<file path="src/rxm_pkg.sv">
/*
  shared constants, types and lookup functions for the receiver mode and
  start-up sequencer and its controller.
  assumes one 40 MHz clock (pclk) on both ends.
*/
// Operation
// - both pins low: oscillator off, deaf
// - enable only: oscillator on, path off
// - both high: active, data passed on
// - synthesizer phase first, then signal path
// - synthesizer phase 261/269 us per variant
// - 433 MHz path phase 1096/644/417/304 us
// - 315 MHz path phase 1132/665/431/324 us
// - data follows upper freq or carrier
// - two select pins pick range 0-3
// - same-demod range change settles in 100 us
// - demod plus range change: full path start-up
// - edge spacing at least 200/100/50 us
// - fsk range 3 minimum spacing is 25 us
// - start-up spacing below 500/250/125/62.5 us
// - no signal at start-up gives noise
// - ask gaps up to 52 ms tolerated
// - software picks lowest covering range
// - any line code passes transparently
// - demod select 1 is ask, 0 fsk
// - re-settling uses newly selected range
`default_nettype none
package rxm_pkg;
  // clock and the 1 us timing tick
  localparam int CLK_FREQ_KHZ = 40000;
  localparam int TICK_NS      = 1000;
  localparam int TICK_CYC     = (CLK_FREQ_KHZ * TICK_NS + 999999) / 1000000;
  localparam logic [5:0] TICK_LAST = 6'(TICK_CYC - 1);

  // phase times in microseconds; one tick per microsecond
  localparam logic [11:0] XTO_START_US  = 12'h00a;
  localparam logic [11:0] PLL_433_US    = 12'h105;
  localparam logic [11:0] PLL_315_US    = 12'h10d;
  localparam logic [11:0] RATE_SWAP_US  = 12'h064;
  localparam logic [11:0] SIG_433_R0_US = 12'h448;
  localparam logic [11:0] SIG_433_R1_US = 12'h284;
  localparam logic [11:0] SIG_433_R2_US = 12'h1a1;
  localparam logic [11:0] SIG_433_R3_US = 12'h130;
  localparam logic [11:0] SIG_315_R0_US = 12'h46c;
  localparam logic [11:0] SIG_315_R1_US = 12'h299;
  localparam logic [11:0] SIG_315_R2_US = 12'h1af;
  localparam logic [11:0] SIG_315_R3_US = 12'h144;

  // microcontroller clock divide ratios for select codes 01, 10 and 11
  localparam logic [3:0]  CLKO_DIV_1 = 4'h3;
  localparam logic [3:0]  CLKO_DIV_2 = 4'h6;
  localparam logic [3:0]  CLKO_DIV_3 = 4'hc;

  // edge spacing limits in microseconds
  localparam logic [15:0] MIN_R0_US  = 16'h00c8;
  localparam logic [15:0] MIN_R1_US  = 16'h0064;
  localparam logic [15:0] MIN_R2_US  = 16'h0032;
  localparam logic [15:0] MIN_FSK3_US = 16'h0019;
  localparam logic [15:0] MAX_R0_US  = 16'h01f4;
  localparam logic [15:0] MAX_R1_US  = 16'h00fa;
  localparam logic [15:0] MAX_R2_US  = 16'h007d;
  localparam logic [15:0] MAX_R3_US  = 16'h003e;

  // controller registers (byte offsets)
  localparam logic [7:0]  CTRL_OFS  = 8'h00;
  localparam logic [7:0]  STAT_OFS  = 8'h04;
  localparam logic [7:0]  SPACE_OFS = 8'h08;
  localparam int CTRL_EN_BIT   = 0;
  localparam int CTRL_RX_BIT   = 1;
  localparam int CTRL_ASK_BIT  = 2;
  localparam int CTRL_RATE_LSB = 3;
  localparam int CTRL_CLK_LSB  = 5;
  localparam int CTRL_WIDTH    = 7;
  localparam logic [6:0]  CTRL_RST  = 7'h00;
  localparam int STAT_DATA_BIT  = 0;
  localparam int STAT_SHORT_BIT = 1;
  localparam int STAT_LONG_BIT  = 2;
  localparam int STAT_CLK_BIT   = 3;

  typedef enum logic [2:0] {
    ST_OFF, ST_XTO, ST_STBY, ST_PLL, ST_SIG, ST_RATE, ST_READY
  } rxm_state_t;

  function automatic logic [11:0] rxm_sig_us(input logic v315,
                                             input logic [1:0] code);
    logic [11:0] t;
    t = 12'h000;
    unique case (code)
      2'h0: t = v315 ? SIG_315_R0_US : SIG_433_R0_US;
      2'h1: t = v315 ? SIG_315_R1_US : SIG_433_R1_US;
      2'h2: t = v315 ? SIG_315_R2_US : SIG_433_R2_US;
      2'h3: t = v315 ? SIG_315_R3_US : SIG_433_R3_US;
    endcase
    return t;
  endfunction

  function automatic logic [15:0] rxm_min_us(input logic ask,
                                             input logic [1:0] code);
    logic [15:0] t;
    t = 16'h0000;
    unique case (code)
      2'h0: t = MIN_R0_US;
      2'h1: t = MIN_R1_US;
      2'h2: t = MIN_R2_US;
      2'h3: t = ask ? MIN_R2_US : MIN_FSK3_US;
    endcase
    return t;
  endfunction

  function automatic logic [15:0] rxm_max_us(input logic [1:0] code);
    logic [15:0] t;
    t = 16'h0000;
    unique case (code)
      2'h0: t = MAX_R0_US;
      2'h1: t = MAX_R1_US;
      2'h2: t = MAX_R2_US;
      2'h3: t = MAX_R3_US;
    endcase
    return t;
  endfunction
endpackage
`default_nettype wire

</file>
<file path="src/rxm_if.sv">
/*
  pin bundle between the receiver and its controller.
  assumes both ends run on the same pclk; no clocking block.
*/
`timescale 1ns/1ps
`default_nettype none
interface rxm_if;
  logic       enable;
  logic       rx_activate;
  logic       demod_type_select;
  logic       rate_range_sel_lo;
  logic       rate_range_sel_hi;
  logic [1:0] clk_out_sel;
  logic       data_out;
  logic       clk_out;

  modport dev (input  enable, rx_activate, demod_type_select,
                      rate_range_sel_lo, rate_range_sel_hi, clk_out_sel,
               output data_out, clk_out);
  modport ctl (output enable, rx_activate, demod_type_select,
                      rate_range_sel_lo, rate_range_sel_hi, clk_out_sel,
               input  data_out, clk_out);
endinterface
`default_nettype wire

</file>
<file path="src/rxm_dev.sv">
/*
  receiver end: mode decode, oscillator start, synthesizer and signal path
  start-up sequencing, rate and demod switching, gated data output and the
  microcontroller clock output.
  assumes control pins come from logic on pclk; the radio inputs are
  asynchronous and are synchronised here.
*/
`timescale 1ns/1ps
`default_nettype none
module rxm_dev
  import rxm_pkg::*;
#(
  parameter bit VARIANT_315 = 1'b0
) (
  input  wire logic       pclk,
  input  wire logic       presetn,
  rxm_if.dev              link,
  input  wire logic [1:0] rf_input,
  output logic            rx_ready,
  output logic            osc_ok
);
  logic [1:0]  rf_s1_r;
  logic [1:0]  rf_s2_r;
  logic [5:0]  div_r;
  logic [11:0] cnt_r;
  logic [11:0] cnt_nxt;
  logic [1:0]  range_r;
  logic [1:0]  range_nxt;
  logic        ask_r;
  logic        ask_nxt;
  logic        load;
  logic        data_r;
  logic        clk_r;
  logic [3:0]  clk_cnt_r;
  rxm_state_t  state_r;
  rxm_state_t  state_nxt;

  // pin decode
  wire        osc_on    = link.enable | link.rx_activate;
  wire        active    = link.enable & link.rx_activate;
  wire [1:0]  range_pin = {link.rate_range_sel_hi,
                           link.rate_range_sel_lo};
  wire        ask_pin   = link.demod_type_select;
  wire        tick      = (div_r == TICK_LAST);
  wire        expire    = tick & (cnt_r == 12'h001);
  wire        range_chg = (range_pin != range_r);
  wire        ask_chg   = (ask_pin != ask_r);
  wire [11:0] pll_us    = VARIANT_315 ? PLL_315_US : PLL_433_US;
  wire [11:0] sig_us    = rxm_sig_us(VARIANT_315, range_pin);
  // demodulated level: carrier for ask, upper tone for fsk
  wire        demod_bit = ask_r ? rf_s2_r[0] : rf_s2_r[1];

  // radio inputs are asynchronous: two flops before use
  always_ff @(posedge pclk or negedge presetn) begin
    if (!presetn) begin
      rf_s1_r <= 2'h0;
      rf_s2_r <= 2'h0;
    end else begin
      rf_s1_r <= rf_input;
      rf_s2_r <= rf_s1_r;
    end
  end

  // microsecond divider; restarted on each phase load so that a phase
  // lasts exactly its count, never a partial tick short
  always_ff @(posedge pclk or negedge presetn) begin
    if (!presetn) begin
      div_r <= 6'h00;
    end else if (load || tick) begin
      div_r <= 6'h00;
    end else begin
      div_r <= div_r + 6'h01;
    end
  end

  // sequencer next state
  always_comb begin
    state_nxt = state_r;
    cnt_nxt   = cnt_r;
    range_nxt = range_r;
    ask_nxt   = ask_r;
    load      = 1'b0;
    if (tick && cnt_r != 12'h000) begin
      cnt_nxt = cnt_r - 12'h001;
    end
    unique case (state_r)
      ST_OFF: begin
        if (osc_on) begin
          state_nxt = ST_XTO;
          cnt_nxt   = XTO_START_US;
          load      = 1'b1;
        end
      end
      ST_XTO: begin
        if (expire) begin
          state_nxt = ST_STBY;
        end
      end
      ST_STBY: begin
        if (active) begin
          state_nxt = ST_PLL;
          cnt_nxt   = pll_us;
          load      = 1'b1;
        end
      end
      ST_PLL: begin
        if (expire) begin
          // path start-up only after lock, timed by range at that moment
          state_nxt = ST_SIG;
          cnt_nxt   = sig_us;
          range_nxt = range_pin;
          ask_nxt   = ask_pin;
          load      = 1'b1;
        end
      end
      ST_SIG: begin
        if (range_chg || ask_chg) begin
          cnt_nxt   = sig_us;
          range_nxt = range_pin;
          ask_nxt   = ask_pin;
          load      = 1'b1;
        end else if (expire) begin
          state_nxt = ST_READY;
        end
      end
      ST_RATE, ST_READY: begin
        if (ask_chg) begin
          // demod swap restarts the path for the new range
          state_nxt = ST_SIG;
          cnt_nxt   = sig_us;
          range_nxt = range_pin;
          ask_nxt   = ask_pin;
          load      = 1'b1;
        end else if (range_chg) begin
          state_nxt = ST_RATE;
          cnt_nxt   = RATE_SWAP_US;
          range_nxt = range_pin;
          load      = 1'b1;
        end else if (state_r == ST_RATE && expire) begin
          state_nxt = ST_READY;
        end
      end
    endcase
    // leaving active drops straight back; both pins low stops all
    if (!osc_on) begin
      state_nxt = ST_OFF;
      cnt_nxt   = 12'h000;
    end else if (!active && state_r inside {ST_PLL, ST_SIG,
                                            ST_RATE, ST_READY}) begin
      state_nxt = ST_STBY;
      cnt_nxt   = 12'h000;
    end
  end

  // sequencer registers
  always_ff @(posedge pclk or negedge presetn) begin
    if (!presetn) begin
      state_r <= ST_OFF;
      cnt_r   <= 12'h000;
      range_r <= 2'h0;
      ask_r   <= 1'b0;
    end else begin
      state_r <= state_nxt;
      cnt_r   <= cnt_nxt;
      range_r <= range_nxt;
      ask_r   <= ask_nxt;
    end
  end

  // data gate: low through every settling interval; no gap timeout, so
  // long ask pauses and any line code pass untouched
  always_ff @(posedge pclk or negedge presetn) begin
    if (!presetn) begin
      data_r <= 1'b0;
    end else if (state_r == ST_READY) begin
      data_r <= demod_bit;
    end else begin
      data_r <= 1'b0;
    end
  end

  // microcontroller clock: pclk divided by 3, 6 or 12, only while the
  // oscillator is up; divide by 3 is high one pclk cycle in three, 6 and 12 give half
  wire       clk_ok  = (state_r != ST_OFF) && (state_r != ST_XTO);
  wire [3:0] clk_div = (link.clk_out_sel == 2'h1) ? CLKO_DIV_1 :
                       (link.clk_out_sel == 2'h2) ? CLKO_DIV_2 : CLKO_DIV_3;
  wire       clk_run = clk_ok && (link.clk_out_sel != 2'h0);
  wire       clk_end = (clk_cnt_r >= clk_div - 4'h1);

  always_ff @(posedge pclk or negedge presetn) begin
    if (!presetn) begin
      clk_cnt_r <= 4'h0;
      clk_r     <= 1'b0;
    end else if (!clk_run) begin
      clk_cnt_r <= 4'h0;
      clk_r     <= 1'b0;
    end else begin
      clk_cnt_r <= clk_end ? 4'h0 : clk_cnt_r + 4'h1;
      clk_r     <= clk_end ? 1'b1 : (clk_cnt_r < (clk_div >> 1) - 4'h1);
    end
  end

  assign link.data_out = data_r;
  assign link.clk_out  = clk_r;
  assign rx_ready      = (state_r == ST_READY);
  assign osc_ok        = clk_ok;
endmodule // rxm_dev
`default_nettype wire

</file>
<file path="src/flat_wrapper.sv">
// flat-port wrapper written by rule: the top's interface ports become plain ports
module rxm_dev_flat import rxm_pkg::*;
#(
  parameter bit VARIANT_315 = 1'b0
)
  (pclk, presetn, rf_input, rx_ready, osc_ok, link_enable, link_rx_activate, link_demod_type_select, link_rate_range_sel_lo, link_rate_range_sel_hi, link_clk_out_sel, link_data_out, link_clk_out);
  rxm_if link_i ();
  input  wire logic pclk;
  input  wire logic presetn;
  input  wire logic [1:0] rf_input;
  output logic rx_ready;
  output logic osc_ok;
  input wire logic [$bits(link_i.enable)-1:0] link_enable;
  input wire logic [$bits(link_i.rx_activate)-1:0] link_rx_activate;
  input wire logic [$bits(link_i.demod_type_select)-1:0] link_demod_type_select;
  input wire logic [$bits(link_i.rate_range_sel_lo)-1:0] link_rate_range_sel_lo;
  input wire logic [$bits(link_i.rate_range_sel_hi)-1:0] link_rate_range_sel_hi;
  input wire logic [$bits(link_i.clk_out_sel)-1:0] link_clk_out_sel;
  output wire logic [$bits(link_i.data_out)-1:0] link_data_out;
  output wire logic [$bits(link_i.clk_out)-1:0] link_clk_out;
  assign link_i.enable = link_enable;
  assign link_i.rx_activate = link_rx_activate;
  assign link_i.demod_type_select = link_demod_type_select;
  assign link_i.rate_range_sel_lo = link_rate_range_sel_lo;
  assign link_i.rate_range_sel_hi = link_rate_range_sel_hi;
  assign link_i.clk_out_sel = link_clk_out_sel;
  assign link_data_out = link_i.data_out;
  assign link_clk_out = link_i.clk_out;
  rxm_dev #(.VARIANT_315(VARIANT_315)) u_core (.pclk(pclk), .presetn(presetn), .link(link_i), .rf_input(rf_input), .rx_ready(rx_ready), .osc_ok(osc_ok));
endmodule
</file>
<file path="config.mk">
export PLATFORM = sky130hd
export DESIGN_NAME = rxm_dev_flat
export DESIGN_NICKNAME = d
export VERILOG_FILES = /design/src/rxm_pkg.sv /design/src/rxm_if.sv /design/src/rxm_dev.sv /design/src/flat_wrapper.sv
export SDC_FILE = /design/constraint.sdc
export NUM_CORES = 1
export LEC_CHECK = 0
export BUFFER_PORTS_ARGS = -buffer_cell sky130_fd_sc_hd__buf_2
export CORE_MARGIN = 3
export CORE_UTILIZATION = 46
export CTS_CLUSTER_SIZE = 14
export DETAILED_ROUTE_END_ITERATION = 7
export PLACE_DENSITY = 0.68
export SETUP_SLACK_MARGIN = 0.2
export SLEW_MARGIN = 10
export SYNTH_ARGS = -nofsm -noshare
export SYNTH_HDL_FRONTEND = slang
export SYNTH_SLANG_ARGS = --single-unit
</file>
<file path="constraint.sdc">
create_clock -name pclk -period 2.9 [get_ports pclk]
set_input_delay 0 -clock pclk [delete_from_list [all_inputs] [get_ports pclk]]
set_output_delay 0 -clock pclk [all_outputs]
set_load 0.02 [all_outputs]
</file>
; ---- Yosys cells after proc, flatten, opt, wreduce, memory -nomap -nowiden
; Cells that the tools add are included.
[word_totals]
regBits = 34
output_inout_bits = 4
word_cells = 111
[op_classes]
add_sub_neg = 5
n_lt_le_gt_ge = 2
n_eq_ne = 26
muxes = 46
n_bitwise = 3
reduce_logical = 19
[ops]
columns = op, count
row1 = two-way mux 12 bit, 8
row2 = one-hot mux 12 bit (5 select lines), 1
row3 = one-hot mux 12 bit (4 select lines), 1
row4 = two-way mux 3 bit, 10
row5 = "inequality test 4 bit, second input constant", 5
row6 = one-hot mux 3 bit (6 select lines), 1
row7 = two-way mux 4 bit, 4
row8 = two-way mux 1 bit, 13
row9 = "equality test 12 x 1 -> 1 bit, second input constant", 1
row10 = nonzero test 12 bit, 1
row11 = "subtractor 12 x 1 -> 12 bit, second input constant", 1
row12 = "equality test 3 bit, second input constant", 3
row13 = two-way mux 2 bit, 4
row14 = AND reduction 4 bit, 2
row15 = "adder 6 x 1 -> 6 bit, second input constant", 1
row16 = "equality test 2 bit, second input constant", 3
row17 = "equality test 3 x 2 -> 1 bit, second input constant", 2
row18 = "equality test 6 bit, second input constant", 1
row19 = two-way mux 6 bit, 1
row20 = "inequality test 2 x 1 -> 1 bit, second input constant", 3
row21 = "inequality test 3 x 1 -> 1 bit, second input constant", 2
row22 = "inequality test 6 bit, second input constant", 1
row23 = one-hot mux 2 bit (3 select lines), 1
row24 = AND reduction 6 bit, 1
row25 = 22 further kinds, 30

; ---- Longest topological paths before layout
[depth]
ltp_word = 9
depth_mapped = 10

; ---- Worst setup path before layout
; OpenSTA, ideal clock, no wires.
[synth_path]
path_type = register -> register
start = register u_core.div_r[0]
end = register u_core.cnt_r[8]
setup_ns = 0.082
t_arrival_ns = 1.985
required_time_ns = 2.818
path_slack_ns = 0.833
path_stages_with_launch = 9
n_path_buf = 2
synth_period_minus_slack_ns = 2.067
path_cell_list = dfrtp_1 -> ha_1 -> and4bb_1 -> and2_4 -> buf_6 -> and4_4 -> buf_6 -> or4_1 -> a31oi_1
[synth_between]
elab_chain_cells = 8
[synth_rtl]
columns = element, line
row1 = start: declaration, rxm_dev.sv:24  ; logic [5:0] div_r;
row2 = start signal: assignment, rxm_dev.sv:72  ; div_r <= div_r + 6'h01;
row3 = equality test 6 bit *, rxm_dev.sv:44  ; wire tick = (div_r == TICK_LAST);
row4 = logical AND 1 bit, rxm_dev.sv:83  ; if (tick && cnt_r != 12'h000) begin
row5 = two-way mux 12 bit, rxm_dev.sv:83
row6 = two-way mux 12 bit, rxm_dev.sv:134  ; end else if (range_chg) begin
row7 = two-way mux 12 bit, rxm_dev.sv:127  ; if (ask_chg) begin
row8 = one-hot mux 12 bit (5 select lines) *, rxm_dev.sv:86  ; unique case (state_r)
row9 = two-way mux 12 bit *, rxm_dev.sv:148  ; end else if (!active && state_r inside {ST_PLL, ST_SIG,
row10 = two-way mux 12 bit *, rxm_dev.sv:145  ; if (!osc_on) begin
row11 = named net u_core.cnt_nxt[8], rxm_dev.sv:26  ; logic [11:0] cnt_nxt;
row12 = end signal: assignment, rxm_dev.sv:164  ; cnt_r <= cnt_nxt;
row13 = end: declaration, rxm_dev.sv:25  ; logic [11:0] cnt_r;
; Mark *: on every way through the listed nets, which the timed path passes. The rest lies on a longest branch.
; A chain may end at the register's enable or synchronous reset.

; ---- Worst setup path after layout
[layout_path]
start = register u_core.state_r[0]
end = register u_core.cnt_r[2]
[layout_between]
elab_chain_cells = 5
[layout_rtl]
columns = element, line
row1 = start: declaration, rxm_dev.sv:35  ; rxm_state_t state_r;
row2 = start signal: assignment, rxm_dev.sv:163  ; state_r <= state_nxt;
row3 = equality test 3 bit / equality test 3 x 2 -> 1 bit (equally long branches), "rxm_dev.sv:86, rxm_dev.sv:148"
row4 = OR reduction 2 bit / nonzero test 4 bit (equally long branches), "rxm_dev.sv:86, rxm_dev.sv:148"
row5 = one-hot mux 12 bit (5 select lines) / logical AND 1 bit (equally long branches), "rxm_dev.sv:86, rxm_dev.sv:148"
row6 = two-way mux 12 bit *, rxm_dev.sv:148
row7 = two-way mux 12 bit *, rxm_dev.sv:145
row8 = named net u_core.cnt_nxt[2], rxm_dev.sv:26
; Marks and branches as above.

==> flow_summary.json <==
{
  "status": "finished clean",
  "drive_gt1_frac": 0.133,
  "rr_endpoint": "u_core.cnt_r[2]",
  "p_leak_nw": 1.30,
  "internal_power_mw": 1.26,
  "drv_cap": 0,
  "synth_top_cell_by_area": "dfrtp_1",
  "grt_max_degree": 35,
  "clock_latency_ns": 0.28,
  "dr.pass1.iters": 4,
  "clkPwrFrac": 0.204,
  "hold_violations": 0,
  "busiest_layer": "met2",
  "fin_skew_ns": 0.00551,
  "path_cells": "buf_4, nor2b_1, o21a_1, o21ai_0, a221oi_1, o22ai_1, a31oi_1",
  "syn_nets": 319,
  "ff2ff_path_depth": 7,
  "cts_buffers": 5,
  "reg2reg_from": "u_core.state_r[0]",
  "tightest_slew_ns": 0.786,
  "drt_wl_total_um": 5670,
  "ir_drop_mv": 0.412,
  "finalSetupViolations": 0,
  "p_per_area_nw_per_um2": 774,
  "pwr-share-seq": 0.320,
  "initial_core_util": 0.489,
  "wire_per_inst_um": 15.3,
  "die_y_um": 80.8,
  "netlist_area_um2": 2580,
  "fin_crit_sh": 0.798,
  "ioPinCount": 15,
  "drc": 0,
  "yosysSeqAreaShare": 0.330,
  "clock.fmax_mhz": 432,
  "cts_buffer_depth": 2,
  "final_core_util": 0.538,
  "overflow": 0,
  "portBuffers": 14,
  "min_to": "u_core.ask_r",
  "met2_usage": 0.292,
  "vias_per_cell": 5.78,
  "yosysMostFrequentCell": "dfrtp_1",
  "path_clk_slew_ns": 0.07,
  "rsz0062_at_grt": "no",
  "switching_power_mw": 0.930,
  "drtIter0Drc": 238,
  "hp-start": "link_demod_type_select",
  "synth_flop_cell": "dfrtp_1",
  "cts_tree": "yes",
  "cp_max_fo": 22,
  "vias": 2138,
  "nFillCells": 517,
  "htree_levels": 2,
  "yosysUniqueCellTypes": 60,
  "async_flop_share": 1.00,
  "reg2reg_slack_ns": 0.59,
  "fin_nets": 334,
  "met3_usage": 0.0488,
  "cts-root-buf": "clkbuf_8",
  "gp_congestion": 0.910,
  "critPathKind": "reg2reg",
  "p_comb_frac": 0.475,
  "yosys-top-cells-count": "34 x dfrtp_1, 33 x nor2_1, 23 x ha_1",
  "slew_violations": 0,
  "synthToLayoutAreaGrowth_pct": 10.0,
  "syn_inst": 285,
  "grt_pass1_wl_um": 9760,
  "worstPathArrival_ns": 2.52,
  "post-route-min-period_ns": 2.31,
  "antenna_found_initial": 0,
  "multiInputGateArea_um2": 1600,
  "die_w_um": 80.8,
  "antennaDiodeCount": 0,
  "seq_area_um2": 851,
  "grt_use_met1": 0.263,
  "startpoint_type": "flip-flop",
  "min_path_type": "in2reg",
  "core-area_um2": 5270,
  "hpwl_um": 4260,
  "die-area_um2": 6530,
  "yosys_warnings": 0,
  "synthTopCellsByArea": "dfrtp_1 33%, ha_1 11%, xnor2_1 5.4%, nor2_1 4.8%, a21oi_1 3.3%",
  "cts_sinks": 34,
  "slew_headroom": 0.476,
  "crit_slowest_cell": "nor2b_1",
  "fin_tns_setup_ns": 0,
  "fp-row-count": 26,
  "synth-edff-count": 0,
  "yosysTopAreaCellShare": 0.330,
  "ant_nets": 0,
  "swShare": 0.424,
  "worst_setup_path_end_kind": "flip-flop",
  "grt_use_total": 0.191,
  "grt_pass1_vias": 2082,
  "critPathMaxStageDelay_ns": 0.47,
  "syn_area_per_cell_um2": 9.04,
  "required_ns": 3.10,
  "holdPathStages": 2,
  "ys_ff_latch": 34
}
layout make-up:
class	count	area share
multi-input cells	223	0.566
clock inverters	1	0.0106
flip-flops and latches	34	0.300
clock buffers	6	0.0291
well taps	70	0.0309
repair buffers	19	0.0406
inverters	17	0.0225
routing by layer:
| layer | vias up | routed length, µm |
|---|---|---|
| li1 | 1037 | - |
| met1 | 1037 | 2660 |
| met2 | 59 | 2640 |
| met4 | 0 | 61 |
| met5 | - | 0 |
| met3 | 5 | 306 |
worst max path at each step:
| stage | end | depth (start not counted) | start | slack, ns |
|---|---|---|---|---|
| 2_1_floorplan | u_core.cnt_r[8] | 8 | u_core.div_r[0] | 0.83 |
| 3_3_place_gp | u_core.cnt_r[2] | 7 | u_core.state_r[0] | 0.66 |
| 6_report | u_core.cnt_r[2] | 7 | u_core.state_r[0] | 0.59 |
| 3_5_place_dp | u_core.state_r[2] | 6 | u_core.state_r[2] | 0.66 |
| 4_1_cts | u_core.state_r[2] | 6 | u_core.state_r[2] | 0.64 |
| 5_1_grt | u_core.state_r[2] | 6 | u_core.state_r[2] | 0.42 |
timing repair:
| action | 4_1_cts | 5_1_grt |
|---|---|---|
| hold buffers | 3 | 0 |
| setup buffers | 0 | 0 |
| gates resized for setup | 0 | 0 |
| endpoints found under the hold margin | 36 | 0 |
power groups by stage:
stage          clock, mW  combinational, mW  sequential (mW)
6_report           0.448               1.04            0.702
5_1_grt            0.486               1.17            0.721
3_5_place_dp           0               1.02            0.711
3_3_place_gp           0               1.02            0.704
4_1_cts            0.466               1.03            0.701
2_1_floorplan          0              0.794            0.683
sequential cells by signal, indices dropped and copies added (netlist names):
signal / cells
u_core.state_r: 3
u_core.clk_cnt_r: 4
u_core.rf_s1_r: 2
u_core.div_r: 6
u_core.ask_r: 1
u_core.range_r: 2
u_core.cnt_r: 12
u_core.link.data_out: 1
u_core.link.clk_out: 1
u_core.rf_s2_r: 2
placed cells by master, fill, tap and decap left out, drive strengths merged, types with 4 or more instances in the layout:
cell	instances
nor2	33
and2	5
clkbuf	6
xnor2	16
o2bb2ai	5
a21o	6
xor2	8
nor3	4
inv	17
nand3	5
o21ai	12
dfrtp	34
ha	23
o31ai	4
nor2b	6
buf	16
nand2	20
a31oi	6
a21oi	17
and3	5
worst max-delay path, delay by kind of cell (launching register included):
family / cells / cell delay, ns
compound gates: 5 / 1.16
buf+inv: 1 / 0.21
flops: 1 / 0.39
simple gates: 1 / 0.47
cells by family after synthesis:
| logic type | count (synthesis) | share of synthesized area |
|---|---|---|
| mux | 3 | 0.0126 |
| fa+ha+maj | 23 | 0.112 |
| other cells | 1 | 0.00146 |
| xor+xnor | 24 | 0.0845 |
| simple gates | 101 | 0.221 |
| flops | 34 | 0.330 |
| compound gates | 71 | 0.191 |
| buf+inv | 28 | 0.0471 |
stage by stage:
step | worst slack (ns) | cell area [µm²] | instances | hold slack [ns] | power (mW)
after global placement | 0.661 | 2690 | 360 | 0.109 | 1.72
final | 0.586 | 2830 | 370 | 0.0222 | 2.19
after floorplan | 0.833 | 2580 | 285 | -0.296 | 1.48
after detailed placement | 0.659 | 2690 | 360 | 0.112 | 1.73
after global routing | 0.421 | 2830 | 370 | 0.0247 | 2.38
after CTS | 0.641 | 2830 | 370 | 0.0148 | 2.20
Power figures use the tool's default switching activity.
